File: config.mk
export PLATFORM = sky130hd
export DESIGN_NAME = pcie_link_control_register
export DESIGN_NICKNAME = d
export VERILOG_FILES = /design/src/link_power_pkg.sv /design/src/pcie_link_control_register.sv
export SDC_FILE = /design/constraint.sdc
export NUM_CORES = 1
export LEC_CHECK = 0
export BUFFER_PORTS_ARGS = -buffer_cell sky130_fd_sc_hd__clkbuf_2
export CAP_MARGIN = 20
export CORE_ASPECT_RATIO = 1.2
export CORE_UTILIZATION = 26
export DETAILED_ROUTE_END_ITERATION = 8
export GPL_ROUTABILITY_DRIVEN = 0
export GPL_TIMING_DRIVEN = 1
export PLACE_DENSITY_LB_ADDON = 0.25
export SYNTH_ARGS = -nofsm -noshare
export SYNTH_HDL_FRONTEND = slang
export SYNTH_SLANG_ARGS = --single-unit
File: constraint.sdc
create_clock -name i_clk -period 1.95 [get_ports i_clk]
set_input_delay 0.39 -clock i_clk [delete_from_list [all_inputs] [get_ports i_clk]]
set_output_delay 0.39 -clock i_clk [all_outputs]
set_load 0.01 [all_outputs]
File: src/link_power_pkg.sv
package link_power_pkg;

    localparam logic [7:0]  LINK_POWER_CONTROL_OFFSET = 8'ha0;
    localparam logic [15:0] LINK_POWER_CONTROL_RESET  = 16'h0000;
    localparam logic [15:0] LINK_POWER_CONTROL_WMASK  = 16'h01cb;

    localparam int unsigned ASPM_CONTROL_LSB          = 0;
    localparam int unsigned COMPLETION_BOUNDARY_BIT   = 3;
    localparam int unsigned COMMON_REFCLK_CONFIG_BIT  = 6;
    localparam int unsigned EXTENDED_SYNCH_BIT        = 7;
    localparam int unsigned CLKREQ_PM_ENABLE_BIT      = 8;

    localparam logic [2:0]  L0S_EXIT_LAT_COMMON       = 3'h3;
    localparam logic [2:0]  L0S_EXIT_LAT_ASYNC        = 3'h4;
    localparam logic [2:0]  L1_EXIT_LAT_COMMON_DEF    = 3'h2;
    localparam logic [2:0]  L1_EXIT_LAT_ASYNC_DEF     = 3'h3;
    localparam int unsigned OWN_COMPLETION_BYTES      = 128;

    localparam logic [1:0]  ASPM_DISABLED             = 2'h0;
    localparam logic [1:0]  ASPM_L0S_ONLY             = 2'h1;
    localparam logic [1:0]  ASPM_L1_ONLY              = 2'h2;
    localparam logic [1:0]  ASPM_BOTH                 = 2'h3;

    typedef struct packed {
        logic        wr;
        logic        rd;
        logic [7:0]  addr;
        logic [1:0]  be;
        logic [15:0] wdata;
    } cfg_req_t;

    typedef struct packed {
        logic [2:0] l0s_exit_lat;
        logic [2:0] l1_exit_lat;
    } exit_lat_t;

endpackage : link_power_pkg

File: src/pcie_link_control_register.sv
// Summary of operation
// - Power management off keeps clock request low
// - Power management on may release clock request
// - Extended synch requests longer FTS and TS2
// - Common clock bit selects reported exit latencies
// - Retrain link bit reads zero, ignores writes
// - Link disable bit reads zero, ignores writes
// - Boundary bit stored; own boundary stays 128
// - Boundary bit zero 64 bytes, one 128
// - Reserved bit 2 reads zero
// - Reserved bits 15 to 9 read zero
// - Power control field gates L0s and L1 entry
// - L0s latency code 011 common, 100 async
module pcie_link_control_register #(
    parameter logic [2:0] L1_LAT_COMMON = link_power_pkg::L1_EXIT_LAT_COMMON_DEF,
    parameter logic [2:0] L1_LAT_ASYNC  = link_power_pkg::L1_EXIT_LAT_ASYNC_DEF
) (
    input  wire logic                       i_clk,
    input  wire logic                       i_reset,
    input  wire link_power_pkg::cfg_req_t   i_cfg,
    input  wire logic                       i_clkreq_release_want,
    input  wire logic                       i_l0s_entry_want,
    input  wire logic                       i_l1_entry_want,
    output logic [15:0]                     o_cfg_rdata,
    output logic                            o_cfg_rvalid,
    output logic                            o_clkreq_n,
    output logic                            o_extended_synch,
    output link_power_pkg::exit_lat_t       o_exit_lat,
    output logic                            o_l0s_entry_allow,
    output logic                            o_l1_entry_allow,
    output logic                            o_completion_boundary,
    output logic [7:0]                      o_own_boundary_bytes
);

    logic [15:0] ctrl_r;
    logic [15:0] ctrl_nxt;
    logic [15:0] be_mask;
    logic        hit;
    logic        clkreq_want_meta_r;
    logic        clkreq_want_sync_r;

    assign hit     = i_cfg.addr == link_power_pkg::LINK_POWER_CONTROL_OFFSET;
    assign be_mask = {{8{i_cfg.be[1]}}, {8{i_cfg.be[0]}}};

    always_comb
    begin
        ctrl_nxt = ctrl_r;
        if (i_cfg.wr && hit)
        begin
            ctrl_nxt = (ctrl_r & ~(be_mask & link_power_pkg::LINK_POWER_CONTROL_WMASK))
                     | (i_cfg.wdata & be_mask & link_power_pkg::LINK_POWER_CONTROL_WMASK);
        end
    end

    // Control bits
    always_ff @(posedge i_clk)
    begin
        if (i_reset)
        begin
            ctrl_r <= link_power_pkg::LINK_POWER_CONTROL_RESET;
        end
        else
        begin
            ctrl_r <= ctrl_nxt;
        end
    end

    // Read path
    always_ff @(posedge i_clk)
    begin
        if (i_reset)
        begin
            o_cfg_rdata  <= 16'h0000;
            o_cfg_rvalid <= 1'b0;
        end
        else
        begin
            o_cfg_rvalid <= i_cfg.rd;
            o_cfg_rdata  <= (i_cfg.rd && hit) ?
                            (ctrl_r & link_power_pkg::LINK_POWER_CONTROL_WMASK) : 16'h0000;
        end
    end

    // Clock request pin input synchroniser
    always_ff @(posedge i_clk)
    begin
        if (i_reset)
        begin
            clkreq_want_meta_r <= 1'b0;
            clkreq_want_sync_r <= 1'b0;
        end
        else
        begin
            clkreq_want_meta_r <= i_clkreq_release_want;
            clkreq_want_sync_r <= clkreq_want_meta_r;
        end
    end

    // Link side controls
    always_ff @(posedge i_clk)
    begin
        if (i_reset)
        begin
            o_clkreq_n            <= 1'b0;
            o_extended_synch      <= 1'b0;
            o_exit_lat            <= '{l0s_exit_lat: link_power_pkg::L0S_EXIT_LAT_ASYNC,
                                       l1_exit_lat:  L1_LAT_ASYNC};
            o_l0s_entry_allow     <= 1'b0;
            o_l1_entry_allow      <= 1'b0;
            o_completion_boundary <= 1'b0;
            o_own_boundary_bytes  <= 8'(link_power_pkg::OWN_COMPLETION_BYTES);
        end
        else
        begin
            o_clkreq_n <= ctrl_nxt[link_power_pkg::CLKREQ_PM_ENABLE_BIT]
                        & clkreq_want_sync_r;
            o_extended_synch <= ctrl_nxt[link_power_pkg::EXTENDED_SYNCH_BIT];
            if (ctrl_nxt[link_power_pkg::COMMON_REFCLK_CONFIG_BIT])
            begin
                o_exit_lat <= '{l0s_exit_lat: link_power_pkg::L0S_EXIT_LAT_COMMON,
                                l1_exit_lat:  L1_LAT_COMMON};
            end
            else
            begin
                o_exit_lat <= '{l0s_exit_lat: link_power_pkg::L0S_EXIT_LAT_ASYNC,
                                l1_exit_lat:  L1_LAT_ASYNC};
            end
            o_l0s_entry_allow <= ctrl_nxt[link_power_pkg::ASPM_CONTROL_LSB]
                               & i_l0s_entry_want;
            o_l1_entry_allow  <= ctrl_nxt[link_power_pkg::ASPM_CONTROL_LSB + 1]
                               & i_l1_entry_want;
            o_completion_boundary <= ctrl_nxt[link_power_pkg::COMPLETION_BOUNDARY_BIT];
            o_own_boundary_bytes  <= 8'(link_power_pkg::OWN_COMPLETION_BYTES);
        end
    end
endmodule : pcie_link_control_register

==> Word-level counts from Yosys, hierarchy flattened <==
Cells that the tools add are included.
{ "word_totals": {"regBits": 46, "latch_bits": 0, "mem_bits_rw": 0, "rom_bits": 0, "memories": 0} }
{ "op_classes": {"n_addsub": 0, "n_mul": 0, "div_mod_pow": 0, "n_lt_le_gt_ge": 0, "n_eq_ne": 1, "n_shift": 0, "mux": 2, "n_bitwise": 8, "n_reduce_logical": 3} }
{ "ops": {"columns": ["operator", "count"], "rows": [
  ["AND 16 bit", 1],
  ["inverter 9 -> 16 bit", 1],
  ["OR 16 x 9 -> 16 bit", 1],
  ["AND 9 bit", 1],
  ["two-way mux 9 bit", 1],
  ["== test 8 bit (second input constant)", 1],
  ["two-way mux 6 bit", 1],
  ["AND 1 bit", 3],
  ["logical AND 1 bit", 2],
  ["OR reduction 2 bit", 1],
  ["inverter 1 bit", 1]
]} }

==> Depth between registers and ports, before layout <==
Gate-level depths: netlist of the first run.
{ "logic_depth": {"word_depth": 5, "depth_mapped": 4, "ltp_nobuf": 3} }

==> Least setup slack after synthesis of the first run <==
OpenSTA, ideal clock, no wires.
{ "synth_timing": {"kind": "input-to-reg", "start": "input i_cfg[19] in the netlist's numbering", "end": "register o_exit_lat[0] in the netlist's numbering", "arrival_time_ns": 1.697, "path_slack_ns": 0.132, "path_stages": 3, "path_buffers": 0, "cell_sequence": "or4_4 > nor3_4 > mux2_4"} }
{ "synth_via": {"elab_chain_cells": 4} }
{ "synth_rtl": {"columns": ["item", "line", "source"], "rows": [
  ["start, declared", "pcie_link_control_register.sv:20", "input wire link_power_pkg::cfg_req_t i_cfg,"],
  ["== test 8 bit", "pcie_link_control_register.sv:42", "assign hit = i_cfg.addr == link_power_pkg::LINK_POWER_CONTROL_OFFSET;"],
  ["logical AND 1 bit", "pcie_link_control_register.sv:48", "if (i_cfg.wr && hit)"],
  ["two-way mux 9 bit", "pcie_link_control_register.sv:48", null],
  ["two-way mux 6 bit", "pcie_link_control_register.sv:118", "if (ctrl_nxt[link_power_pkg::COMMON_REFCLK_CONFIG_BIT])"],
  ["end signal, assigned", "pcie_link_control_register.sv:106", "o_exit_lat <= '{l0s_exit_lat: link_power_pkg::L0S_EXIT_LAT_ASYNC,"],
  ["end signal, assigned", "pcie_link_control_register.sv:120", "o_exit_lat <= '{l0s_exit_lat: link_power_pkg::L0S_EXIT_LAT_COMMON,"],
  ["end signal, assigned", "pcie_link_control_register.sv:125", "o_exit_lat <= '{l0s_exit_lat: link_power_pkg::L0S_EXIT_LAT_ASYNC,"],
  ["end, declared", "pcie_link_control_register.sv:28", "output link_power_pkg::exit_lat_t o_exit_lat,"]
]} }
No other way between the ends.
A chain may end at the register's enable or synchronous reset.

==> Worst setup path in the final report of the first run <==
{ "layout_timing": {"start": "input i_cfg[19] in the netlist's numbering", "end": "register ctrl_r[1]"} }
{ "layout_via": {"elab_chain_cells": 3} }
{ "layout_rtl": {"columns": ["item", "line", "source"], "rows": [
  ["== test 8 bit", "pcie_link_control_register.sv:42", null],
  ["logical AND 1 bit", "pcie_link_control_register.sv:48", null],
  ["two-way mux 9 bit", "pcie_link_control_register.sv:48", null],
  ["end signal, assigned", "pcie_link_control_register.sv:60", "ctrl_r <= link_power_pkg::LINK_POWER_CONTROL_RESET;"],
  ["end signal, assigned", "pcie_link_control_register.sv:64", "ctrl_r <= ctrl_nxt;"],
  ["end, declared", "pcie_link_control_register.sv:35", "logic [15:0] ctrl_r;"]
]} }
No other way between the ends.

==> impl_results.md, run 1 <==
- Mapped Cells: 92
- TritonCTS buffer count: 3
- Synth cell count leaders: buf_4 (23), dfxtp_1 (19), nand2b_1 (12)
- Post-DP HPWL: 1330 microns
- First-pass GRT wire length: 2332 microns
- Cell taking the most area after synthesis: dfxtp_1
- PostCTS Resize Cnt: 0
- EDFF count, synth: 0
- Fmax: 0.6461 GHz
- Worst Hold Path EP: clkreq_want_meta_r
- CTS tree: built
- Max cap viols: 0
- Synth-to-layout area growth: 20.84%
- Synth Warn #: 0
- Final WL: 1585 microns
- Setup TNS: 0 ns
- DIE AREA: 3800 sq um
- # rows: 23
- Largest net degree at the start of global routing: 22
- Wirelength per Cell: 9.491 microns
- Crit end category: register
- DRT iter0 DRCs: 4
- Count of cell types in the netlist: 16
- Root Buffer: clkbuf_8
- Core box area: 3367 sq um
- Slowest CP cell: or4_4
- Kind of critical path: input port to register
- Reg2reg path depth: 2
- Clk Latency, worst-skew pair: 0.25 ns
- Primary FF master, synth: dfxtp_1
- Initial Util: 0.2746
- Worst Skew: 0.003627 ns
- Worst Path Max Fanout: 5
- Buffers on Ports: 38
- Cells taking the most area after synthesis: dfxtp_1 (41%), buf_4 (19%), mux2i_1 (9.7%), nand2b_1 (8.1%), and2_1 (4.1%)
- Required @ worst endpoint: 2.13 ns
- Worst min-delay path class: input port to register
- Part of the Yosys area used for sequential elements: 0.4114
- RR Endpoint: o_exit_lat[0]
- Grt total ovfl: 0
- Routed Antenna Nets: 0
- Number of clock sinks: 19
- # setup viols final: 0
- CP cell instances: clkbuf_2, or4_4, nor3_4, buf_4, mux2i_1
- Share of layout cells above drive strength 1: 0.3846
- DRT Pass-1 Iters: 4
- Hold Vio Cnt, Final: 0
- IO Count: 69
- Top-count cell post-synth: buf_4
- Die Span Y: 67.33 microns
- Net count, final: 164
- Initial antenna violation count: 0
- Final worst path period share: 0.7937
- Post-synth top area share: 0.4114
- CP Buf/Inv Count: 2
- Tot GR Track Use: 0.08340
- Final min period: 1.548 ns
- Power Total: 722.7 uW
- Post-CTS Setup Bufs: 0
- Leakage: 0.0005503 uW
- Async set-reset flop share out of synthesis: 0
- DR vias: 647
- Vias in the first global route: 576
- CP arrival: 1.73 ns
- DR DRC count: 0
- Mean Syn Cell Area: 10.05 sq um
- P per Cell Area: 646.8 nW/um^2
- Cell family with most CP delay: simple AND/OR/NAND/NOR gates
- Die width: 56.44 microns
- Unrepaired setup endpoints after global routing: false
- Number of H-tree levels: 1
- #FFs+latches synth: 19
- Cell Area, Synth: 924.6 sq um
- Worst Setup Start Kind: input port
- Final Max Tran Viols: 0
- Crit-path max cell delay: 0.56 ns
- Hold_buf cts: 0
- Worst hold start: i_clkreq_release_want
- Clock Pin Slew Worst Setup and Hold Paths: 0.07 ns
- Diodes inserted: 0
- Status: complete, no violations
- Maximum VDD drop: 0.2832 mV
- Reg2reg setup slack: 1.13 ns
- Drt via density: 3.874
- Hold path cells: 2
- CTS max path bufs: 2
[kinds of logic (layout without fill, tap and decap cells)]
| logic type | after synthesis | count (layout) | synth area share |
|---|---|---|---|
| buffers and inverters | 27 | 47 | 0.2030 |
| AND/OR/NAND/NOR | 34 | 34 | 0.2639 |
| other | 2 | 20 | 0.008122 |
| multiplexers | 10 | 10 | 0.1137 |
| flip-flops | 19 | 19 | 0.4114 |
[area by class of cell]
class	count	area [sq um]
clock inverters	1	5.005
multi-input cells	64	424.2
flip-flops and latches	19	380.4
fillers	372	2250
clock buffers	3	41.29
well taps	37	46.29
inverters	2	7.507
repair buffers	41	212.7
[per-stage QoR]
| step | instance area, sq um | utilization | worst slack, ns | std cells | hold WS (ns) |
|---|---|---|---|---|---|
| 6_report | 1117 | 0.3318 | 0.4023 | 167 | 0.3533 |
| 5_1_grt | 1117 | 0.3318 | 0.3311 | 167 | 0.3552 |
| 4_1_cts | 1117 | 0.3318 | 0.3907 | 167 | 0.3565 |
| 3_5_place_dp | 1071 | 0.3181 | 0.1240 | 163 | 0.4370 |
| 3_3_place_gp | 1071 | 0.3181 | 0.1475 | 163 | 0.4198 |
| 2_1_floorplan | 992.2 | - | 0.1319 | 110 | 0.4138 |
[worst max-delay path by stage]
stage	from	endpoint	slack, ns	depth (start not counted)
floorplan	i_cfg[19]	o_exit_lat[0]	0.13	3
global placement	i_cfg[19]	o_clkreq_n	0.15	4
detailed placement	i_cfg[19]	o_clkreq_n	0.12	4
CTS	i_cfg[19]	ctrl_r[1]	0.39	5
global route	i_cfg[19]	ctrl_r[1]	0.33	5
finish	i_cfg[19]	ctrl_r[1]	0.40	5
[routing by layer]
metal  vias to the layer above  share of wire  routed length [microns]  global-route usage
li1                        328              -                        -                   -
met1                       283           0.34                      542             0.07343
met2                        32           0.56                      884              0.1529
met3                         4          0.077                      122             0.02874
met4                         0          0.023                       36             0.07012
met5                         -              0                        0                   0
[layout by cell type, fill, tap and decap left out]
| cell type | instances |
|---|---|
| buf_4 | 3 |
| clkbuf_2 | 38 |
| nor2b_1 | 4 |
| dfxtp_1 | 19 |
| mux2_4 | 1 |
| inv_1 | 2 |
| or4_4 | 2 |
| nand4bb_1 | 1 |
| nand2b_1 | 12 |
| clkbuf_8 | 3 |
| conb_1 | 20 |
| nor4b_2 | 1 |
| clkinv_2 | 1 |
| nor3_4 | 1 |
| and2_1 | 6 |
| nand2_1 | 3 |
| nand3b_1 | 4 |
| mux2i_1 | 9 |
[power by group]
group	total (uW)	switching, uW	leakage (uW)	internal [uW]
clock network	267	125	0.0000255	142
logic	64.6	36.8	0.000371	27.8
registers	392	0.599	0.000154	391
total	723	162	0.000550	560
No activity file was read; power rests on OpenSTA's default activity.
==> run 2, diff against run 1 <==
==> constraint.sdc (replaced) <==
create_clock -name i_clk -period 1.3 [get_ports i_clk]
set_input_delay 0.26 -clock i_clk [delete_from_list [all_inputs] [get_ports i_clk]]
set_output_delay 0.26 -clock i_clk [all_outputs]
set_load 0.01 [all_outputs]
==> impl_results.md, run 2 (synthesis results as in run 1) <==
- Unrepaired setup endpoints after global routing: true
- Vias in the first global route: 631 (+9.5%)
- Slowest CP cell: or4_4
- Number of clock sinks: 19 (unchanged)
- Clk Latency, worst-skew pair: 0.25 ns (about the same)
- DRT Pass-1 Iters: 4 (unchanged)
- CP arrival: 1.55 ns (-0.18 ns)
- Required @ worst endpoint: 1.44 ns (-0.69 ns)
- Fin Hold WS: 0.2244 ns (-0.1288 ns)
- Commonest non-fill, non-tap cell in the layout: clkbuf_2
- Diodes inserted: 0 (unchanged)
- Die Span Y: 67.33 microns (unchanged)
- CTS tree: built
- IO Count: 69 (unchanged)
- Fmax: 0.7099 GHz
- Final Max Tran Viols: 0 (unchanged)
- Worst min-delay path class: input port to register
- Number of H-tree levels: 1 (unchanged)
- Final min period: 1.409 ns
- First-pass GRT wire length: 2628 microns (+13%)
- Max cap viols: 0 (unchanged)
- Most frequent cells in the layout: clkbuf_2 (37), conb_1 (20), dfxtp_1 (19), nand2b_1 (12), mux2i_1 (9)
- Synth-to-layout area growth: 24.63%
- Hold Vio Cnt, Final: 0 (unchanged)
- Final worst path period share: 1.084
- Crit end category: register
- Post-DP HPWL: 1368 microns (+2.8%)
- Status: complete, but fails checks
- CP cell instances: buf_6, or4_4, or4_4, mux2i_1
- Routed Antenna Nets: 0 (unchanged)
- Most frequent CP cell: or4_4
- Die width: 56.44 microns (unchanged)
- DRT iter0 DRCs: 12 (+8)
- DR DRC count: 0 (unchanged)
- Leakage: 0.0005634 uW (+2.4%)
- Grt total ovfl: 0 (unchanged)
- Maximum VDD drop: 0.3551 mV (+25%)
- Share of layout cells above drive strength 1: 0.3910 (+0.006362)
- CTS max path bufs: 2 (unchanged)
- Tot GR Track Use: 0.09257 (+0.009169)
- P per Cell Area: 946.7 nW/um^2 (+46%)
- DR vias: 669 (+3.4%)
- Initial Util: 0.2746 (unchanged)
- Worst Setup Start Kind: input port
- Failing checks: negative setup slack
- Wirelength per Cell: 9.812 microns (+3.4%)
- Reg2reg setup slack: 0.46 ns (-0.67 ns)
- # setup viols final: 9 (+9)
- Drt via density: 3.935 (+1.6%)
- TritonCTS buffer count: 3 (unchanged)
- Root Buffer: clkbuf_8
- # rows: 23 (unchanged)
- Fill cells: 370 (-0.54%)
- Worst Setup SP: i_cfg[20]
- Worst Path Max Fanout: 3 (-2)
- Clock Pin Slew Worst Setup and Hold Paths: 0.07 ns (about the same)
- Net count, final: 167 (+1.8%)
- Core box area: 3367 sq um (unchanged)
- Post-CTS Setup Bufs: 0 (unchanged)
- Final WL: 1668 microns (+5.2%)
- Worst Skew: 0.0003355 ns (-0.003291 ns)
- Pre-CTS setup slack: -0.3743 ns (-0.4983 ns)
- Kind of critical path: input port to register
- Setup slack after layout: -0.1087 ns (-0.5110 ns)
- Initial antenna violation count: 0 (unchanged)
- Worst hold start: i_cfg[26]
- Buffers on Ports: 38 (unchanged)
- Largest net degree at the start of global routing: 13 (-41%)
- DIE AREA: 3800 sq um (unchanged)
- Crit-path max cell delay: 0.55 ns (about the same)
run 2: cell count changes in the layout (fill, tap and decap cells not counted), sizes merged:
cell,change
buf,+4
clkinv,-1
run 2: cell type report:
cell class | count | area, sq um | share of cell area
flip-flops and latches | 19 | 380.4 | 0.3301
well taps | 37 | 46.29 | 0.04017
clock buffers | 4 | 45.04 | 0.03909
multi-input cells | 64 | 424.2 | 0.3681
repair buffers | 44 | 249.0 | 0.2161
inverters | 2 | 7.507 | 0.006515
run 2: what timing repair did:
action,4_1_cts,5_1_grt
pin swaps,2,0
gates resized for setup,1,2
setup endpoints to repair,10,16
hold buffers,0,0
run 2: worst max-delay path: cells and delay by family:
kind / cells / cell delay, ns
mux: 1 / 0.14
simple gates: 2 / 1.06
buf+inv: 1 / 0.09
run 2: final timing paths:
| path | depth (start not counted) | endpoint |
|---|---|---|
| setup reg to reg | 2 | o_exit_lat[0] |
| hold reg to reg | 1 | clkreq_want_sync_r |
| setup / recovery | 4 | o_clkreq_n |
| hold / removal | 2 | o_cfg_rvalid |
run 2: stage by stage:
step	cell area, sq um	total power, uW	utilization	setup TNS (ns)	cells
after detailed placement	1094	701.8	0.3248	-4.890	166
after global routing	1152	1135	0.3423	-1.138	170
after global placement	1094	700.9	0.3248	-4.763	166
final	1152	1091	0.3423	-0.5782	170
after floorplan	992.2	701.8	-	-2.431	110
after CTS	1142	1106	0.3393	-0.5430	170
run 2: per-layer routing:
| metal | GRT usage | wire [microns] | vias to the layer above | share of wire |
|---|---|---|---|---|
| li1 | - | - | 333 | - |
| met2 | 0.1735 | 872 | 32 | 0.52 |
| met4 | 0.06402 | 17 | 0 | 0.010 |
| met1 | 0.09038 | 673 | 302 | 0.40 |
| met3 | 0.02107 | 105 | 2 | 0.063 |
| met5 | 0 | 0 | - | 0 |
run 2: report_power, final:
part           internal (uW)  total, uW  switching, uW
logic                   47.2        103           56.2
registers                587        587          0.897
clock network            217        400            183
total                    851       1090            240
==> run 3, diff against run 2 <==
--- a/config.mk
+++ b/config.mk
@@ -13,6 +13,7 @@
 export GPL_ROUTABILITY_DRIVEN = 0
 export GPL_TIMING_DRIVEN = 1
 export PLACE_DENSITY_LB_ADDON = 0.25
+export RECOVER_POWER = 50
 export SYNTH_ARGS = -nofsm -noshare
 export SYNTH_HDL_FRONTEND = slang
 export SYNTH_SLANG_ARGS = --single-unit
==> impl_results.md, run 3 (synthesis results as in run 1) <==
- Crit-path max cell delay: 0.55 ns (about the same)
- IO Count: 69 (unchanged)
- # rows: 23 (unchanged)
- DRT Pass-1 Iters: 4 (unchanged)
- Slowest CP cell: or4_4
- DRT iter0 DRCs: 7 (-5)
- Fin Hold WS: 0.2246 ns (+0.0001310 ns)
- Worst min-delay path class: input port to register
- Net count, final: 167 (unchanged)
- WL met3: 108 microns (+2.9%)
- Core box area: 3367 sq um (unchanged)
- Failing checks: negative setup slack
- Power Total: 1090 uW (about the same)
- Final Max Tran Viols: 0 (unchanged)
- Met2 Wirelength: 863 microns (-1.0%)
- Root Buffer: clkbuf_8
- # setup viols final: 9 (unchanged)
- Tot GR Track Use: 0.09257 (unchanged)
- Crit end category: register
- Routed Antenna Nets: 0 (unchanged)
- First-pass GRT wire length: 2628 microns (unchanged)
- Final WL: 1659 microns (-0.54%)
- Initial antenna violation count: 0 (unchanged)
- Most frequent cells in the layout: clkbuf_2 (31), conb_1 (20), dfxtp_1 (19), nand2b_1 (12), mux2i_1 (9)
- Largest net degree at the start of global routing: 13 (unchanged)
- TritonCTS buffer count: 3 (unchanged)
- P per Cell Area: 952.0 nW/um^2 (+0.56%)
- Die Span Y: 67.33 microns (unchanged)
- Reg2reg setup slack: 0.46 ns (about the same)
- Hold path cells: 2 (unchanged)
- Hold Vio Cnt, Final: 0 (unchanged)
- Setup slack after layout: -0.1088 ns (-0.0001470 ns)
- Worst Skew: 0.0003326 ns (-0.000002859 ns)
- Final worst path period share: 1.084 (about the same)
- Required @ worst endpoint: 1.44 ns (about the same)
- DR vias: 670 (+0.15%)
- Worst Hold Path EP: o_cfg_rvalid
- Clock Pin Slew Worst Setup and Hold Paths: 0.07 ns (about the same)
- Share of layout cells above drive strength 1: 0.3459 (-0.04511)
- Fmax: 0.7098 GHz (about the same)
- Reg2reg path depth: 2 (unchanged)
- CP arrival: 1.55 ns (about the same)
- Drt via density: 3.941 (+0.15%)
- Wirelength per Cell: 9.759 microns (-0.54%)
- Die width: 56.44 microns (unchanged)
- M1 wire length: 669 microns (-0.59%)
- CTS tree: built
- Vias in the first global route: 631 (unchanged)
- Number of clock sinks: 19 (unchanged)
- Hold_buf cts: 0 (unchanged)
- Post-CTS Setup Bufs: 0 (unchanged)
- Buffers on Ports: 38 (unchanged)
- Synth-to-layout area growth: 23.82%
- DIE AREA: 3800 sq um (unchanged)
- Number of H-tree levels: 1 (unchanged)
- Max cap viols: 0 (unchanged)
- Worst hold start: i_cfg[26]
- Final min period: 1.409 ns (+0.0001470 ns)
- Max Used Layer: met4
- Initial Util: 0.2746 (unchanged)
- Diodes inserted: 0 (unchanged)
- Maximum VDD drop: 0.3548 mV (about the same)
- Worst Path Max Fanout: 3 (unchanged)
- CTS max path bufs: 2 (unchanged)
- Commonest non-fill, non-tap cell in the layout: clkbuf_2
- Worst Setup Start Kind: input port
- Status: complete, but fails checks
- Unrepaired setup endpoints after global routing: true
- Clk Latency, worst-skew pair: 0.25 ns (about the same)
- Post-DP HPWL: 1368 microns (unchanged)
- Most frequent CP cell: or4_4
- Leakage: 0.0005429 uW (-3.6%)
- RR Endpoint: o_exit_lat[0]
- DR DRC count: 0 (unchanged)
- Kind of critical path: input port to register
- Grt total ovfl: 0 (unchanged)
- CP cell instances: buf_6, or4_4, or4_4, mux2i_1
-- run 3: worst max-delay path by stage --
stage	from	endpoint	slack, ns	cells after the start
6_report	i_cfg[20]	o_clkreq_n	-0.11	4
5_1_grt	i_cfg[20]	o_clkreq_n	-0.12	4
4_1_cts	i_cfg[20]	o_clkreq_n	-0.1	4
3_5_place_dp	i_cfg[19]	o_cfg_rdata[3]	-0.37	6
3_3_place_gp	i_cfg[19]	o_clkreq_n	-0.35	4
2_1_floorplan	i_cfg[19]	o_exit_lat[0]	-0.32	3
-- run 3: final cells by class --
type | count | area (sq um)
sequential | 19 | 380.4
multi-input combinational | 64 | 424.2
fill | 371 | 2222
timing repair buffer | 44 | 241.5
tap | 37 | 46.29
clock buffer | 4 | 45.04
inverter | 2 | 7.507
-- run 3: report_power, final --
| part | switching (uW) | internal [uW] | total (uW) |
|---|---|---|---|
| registers | 0.877 | 587 | 587 |
| clock network | 182 | 217 | 400 |
| logic | 56.0 | 46.8 | 103 |
-- run 3: critical path, delay by kind of cell --
kind	cells	cell delay, ns
simple gates	2	1.06
buf+inv	1	0.09
mux	1	0.14
-- run 3: routing by layer --
layer,up-vias,global-route usage
met1,303,0.09038
met2,32,0.1735
met5,-,0
met3,2,0.02107
li1,333,-
met4,0,0.06402
-- run 3: metrics by stage --
| stage | TNS [ns] | setup WS (ns) | instance area, sq um | util | std cells |
|---|---|---|---|---|---|
| after floorplan | -2.431 | -0.3196 | 992.2 | - | 110 |
| after global placement | -4.763 | -0.3532 | 1094 | 0.3248 | 166 |
| after detailed placement | -4.890 | -0.3743 | 1094 | 0.3248 | 166 |
| after CTS | -0.5430 | -0.09661 | 1142 | 0.3393 | 170 |
| after global routing | -1.138 | -0.1191 | 1145 | 0.3400 | 170 |
| final | -0.5798 | -0.1088 | 1145 | 0.3400 | 170 |
-- run 3: timing repair --
action	CTS	global route
setup endpoints to repair	10	16
pin swaps	2	0
resized for setup	1	2
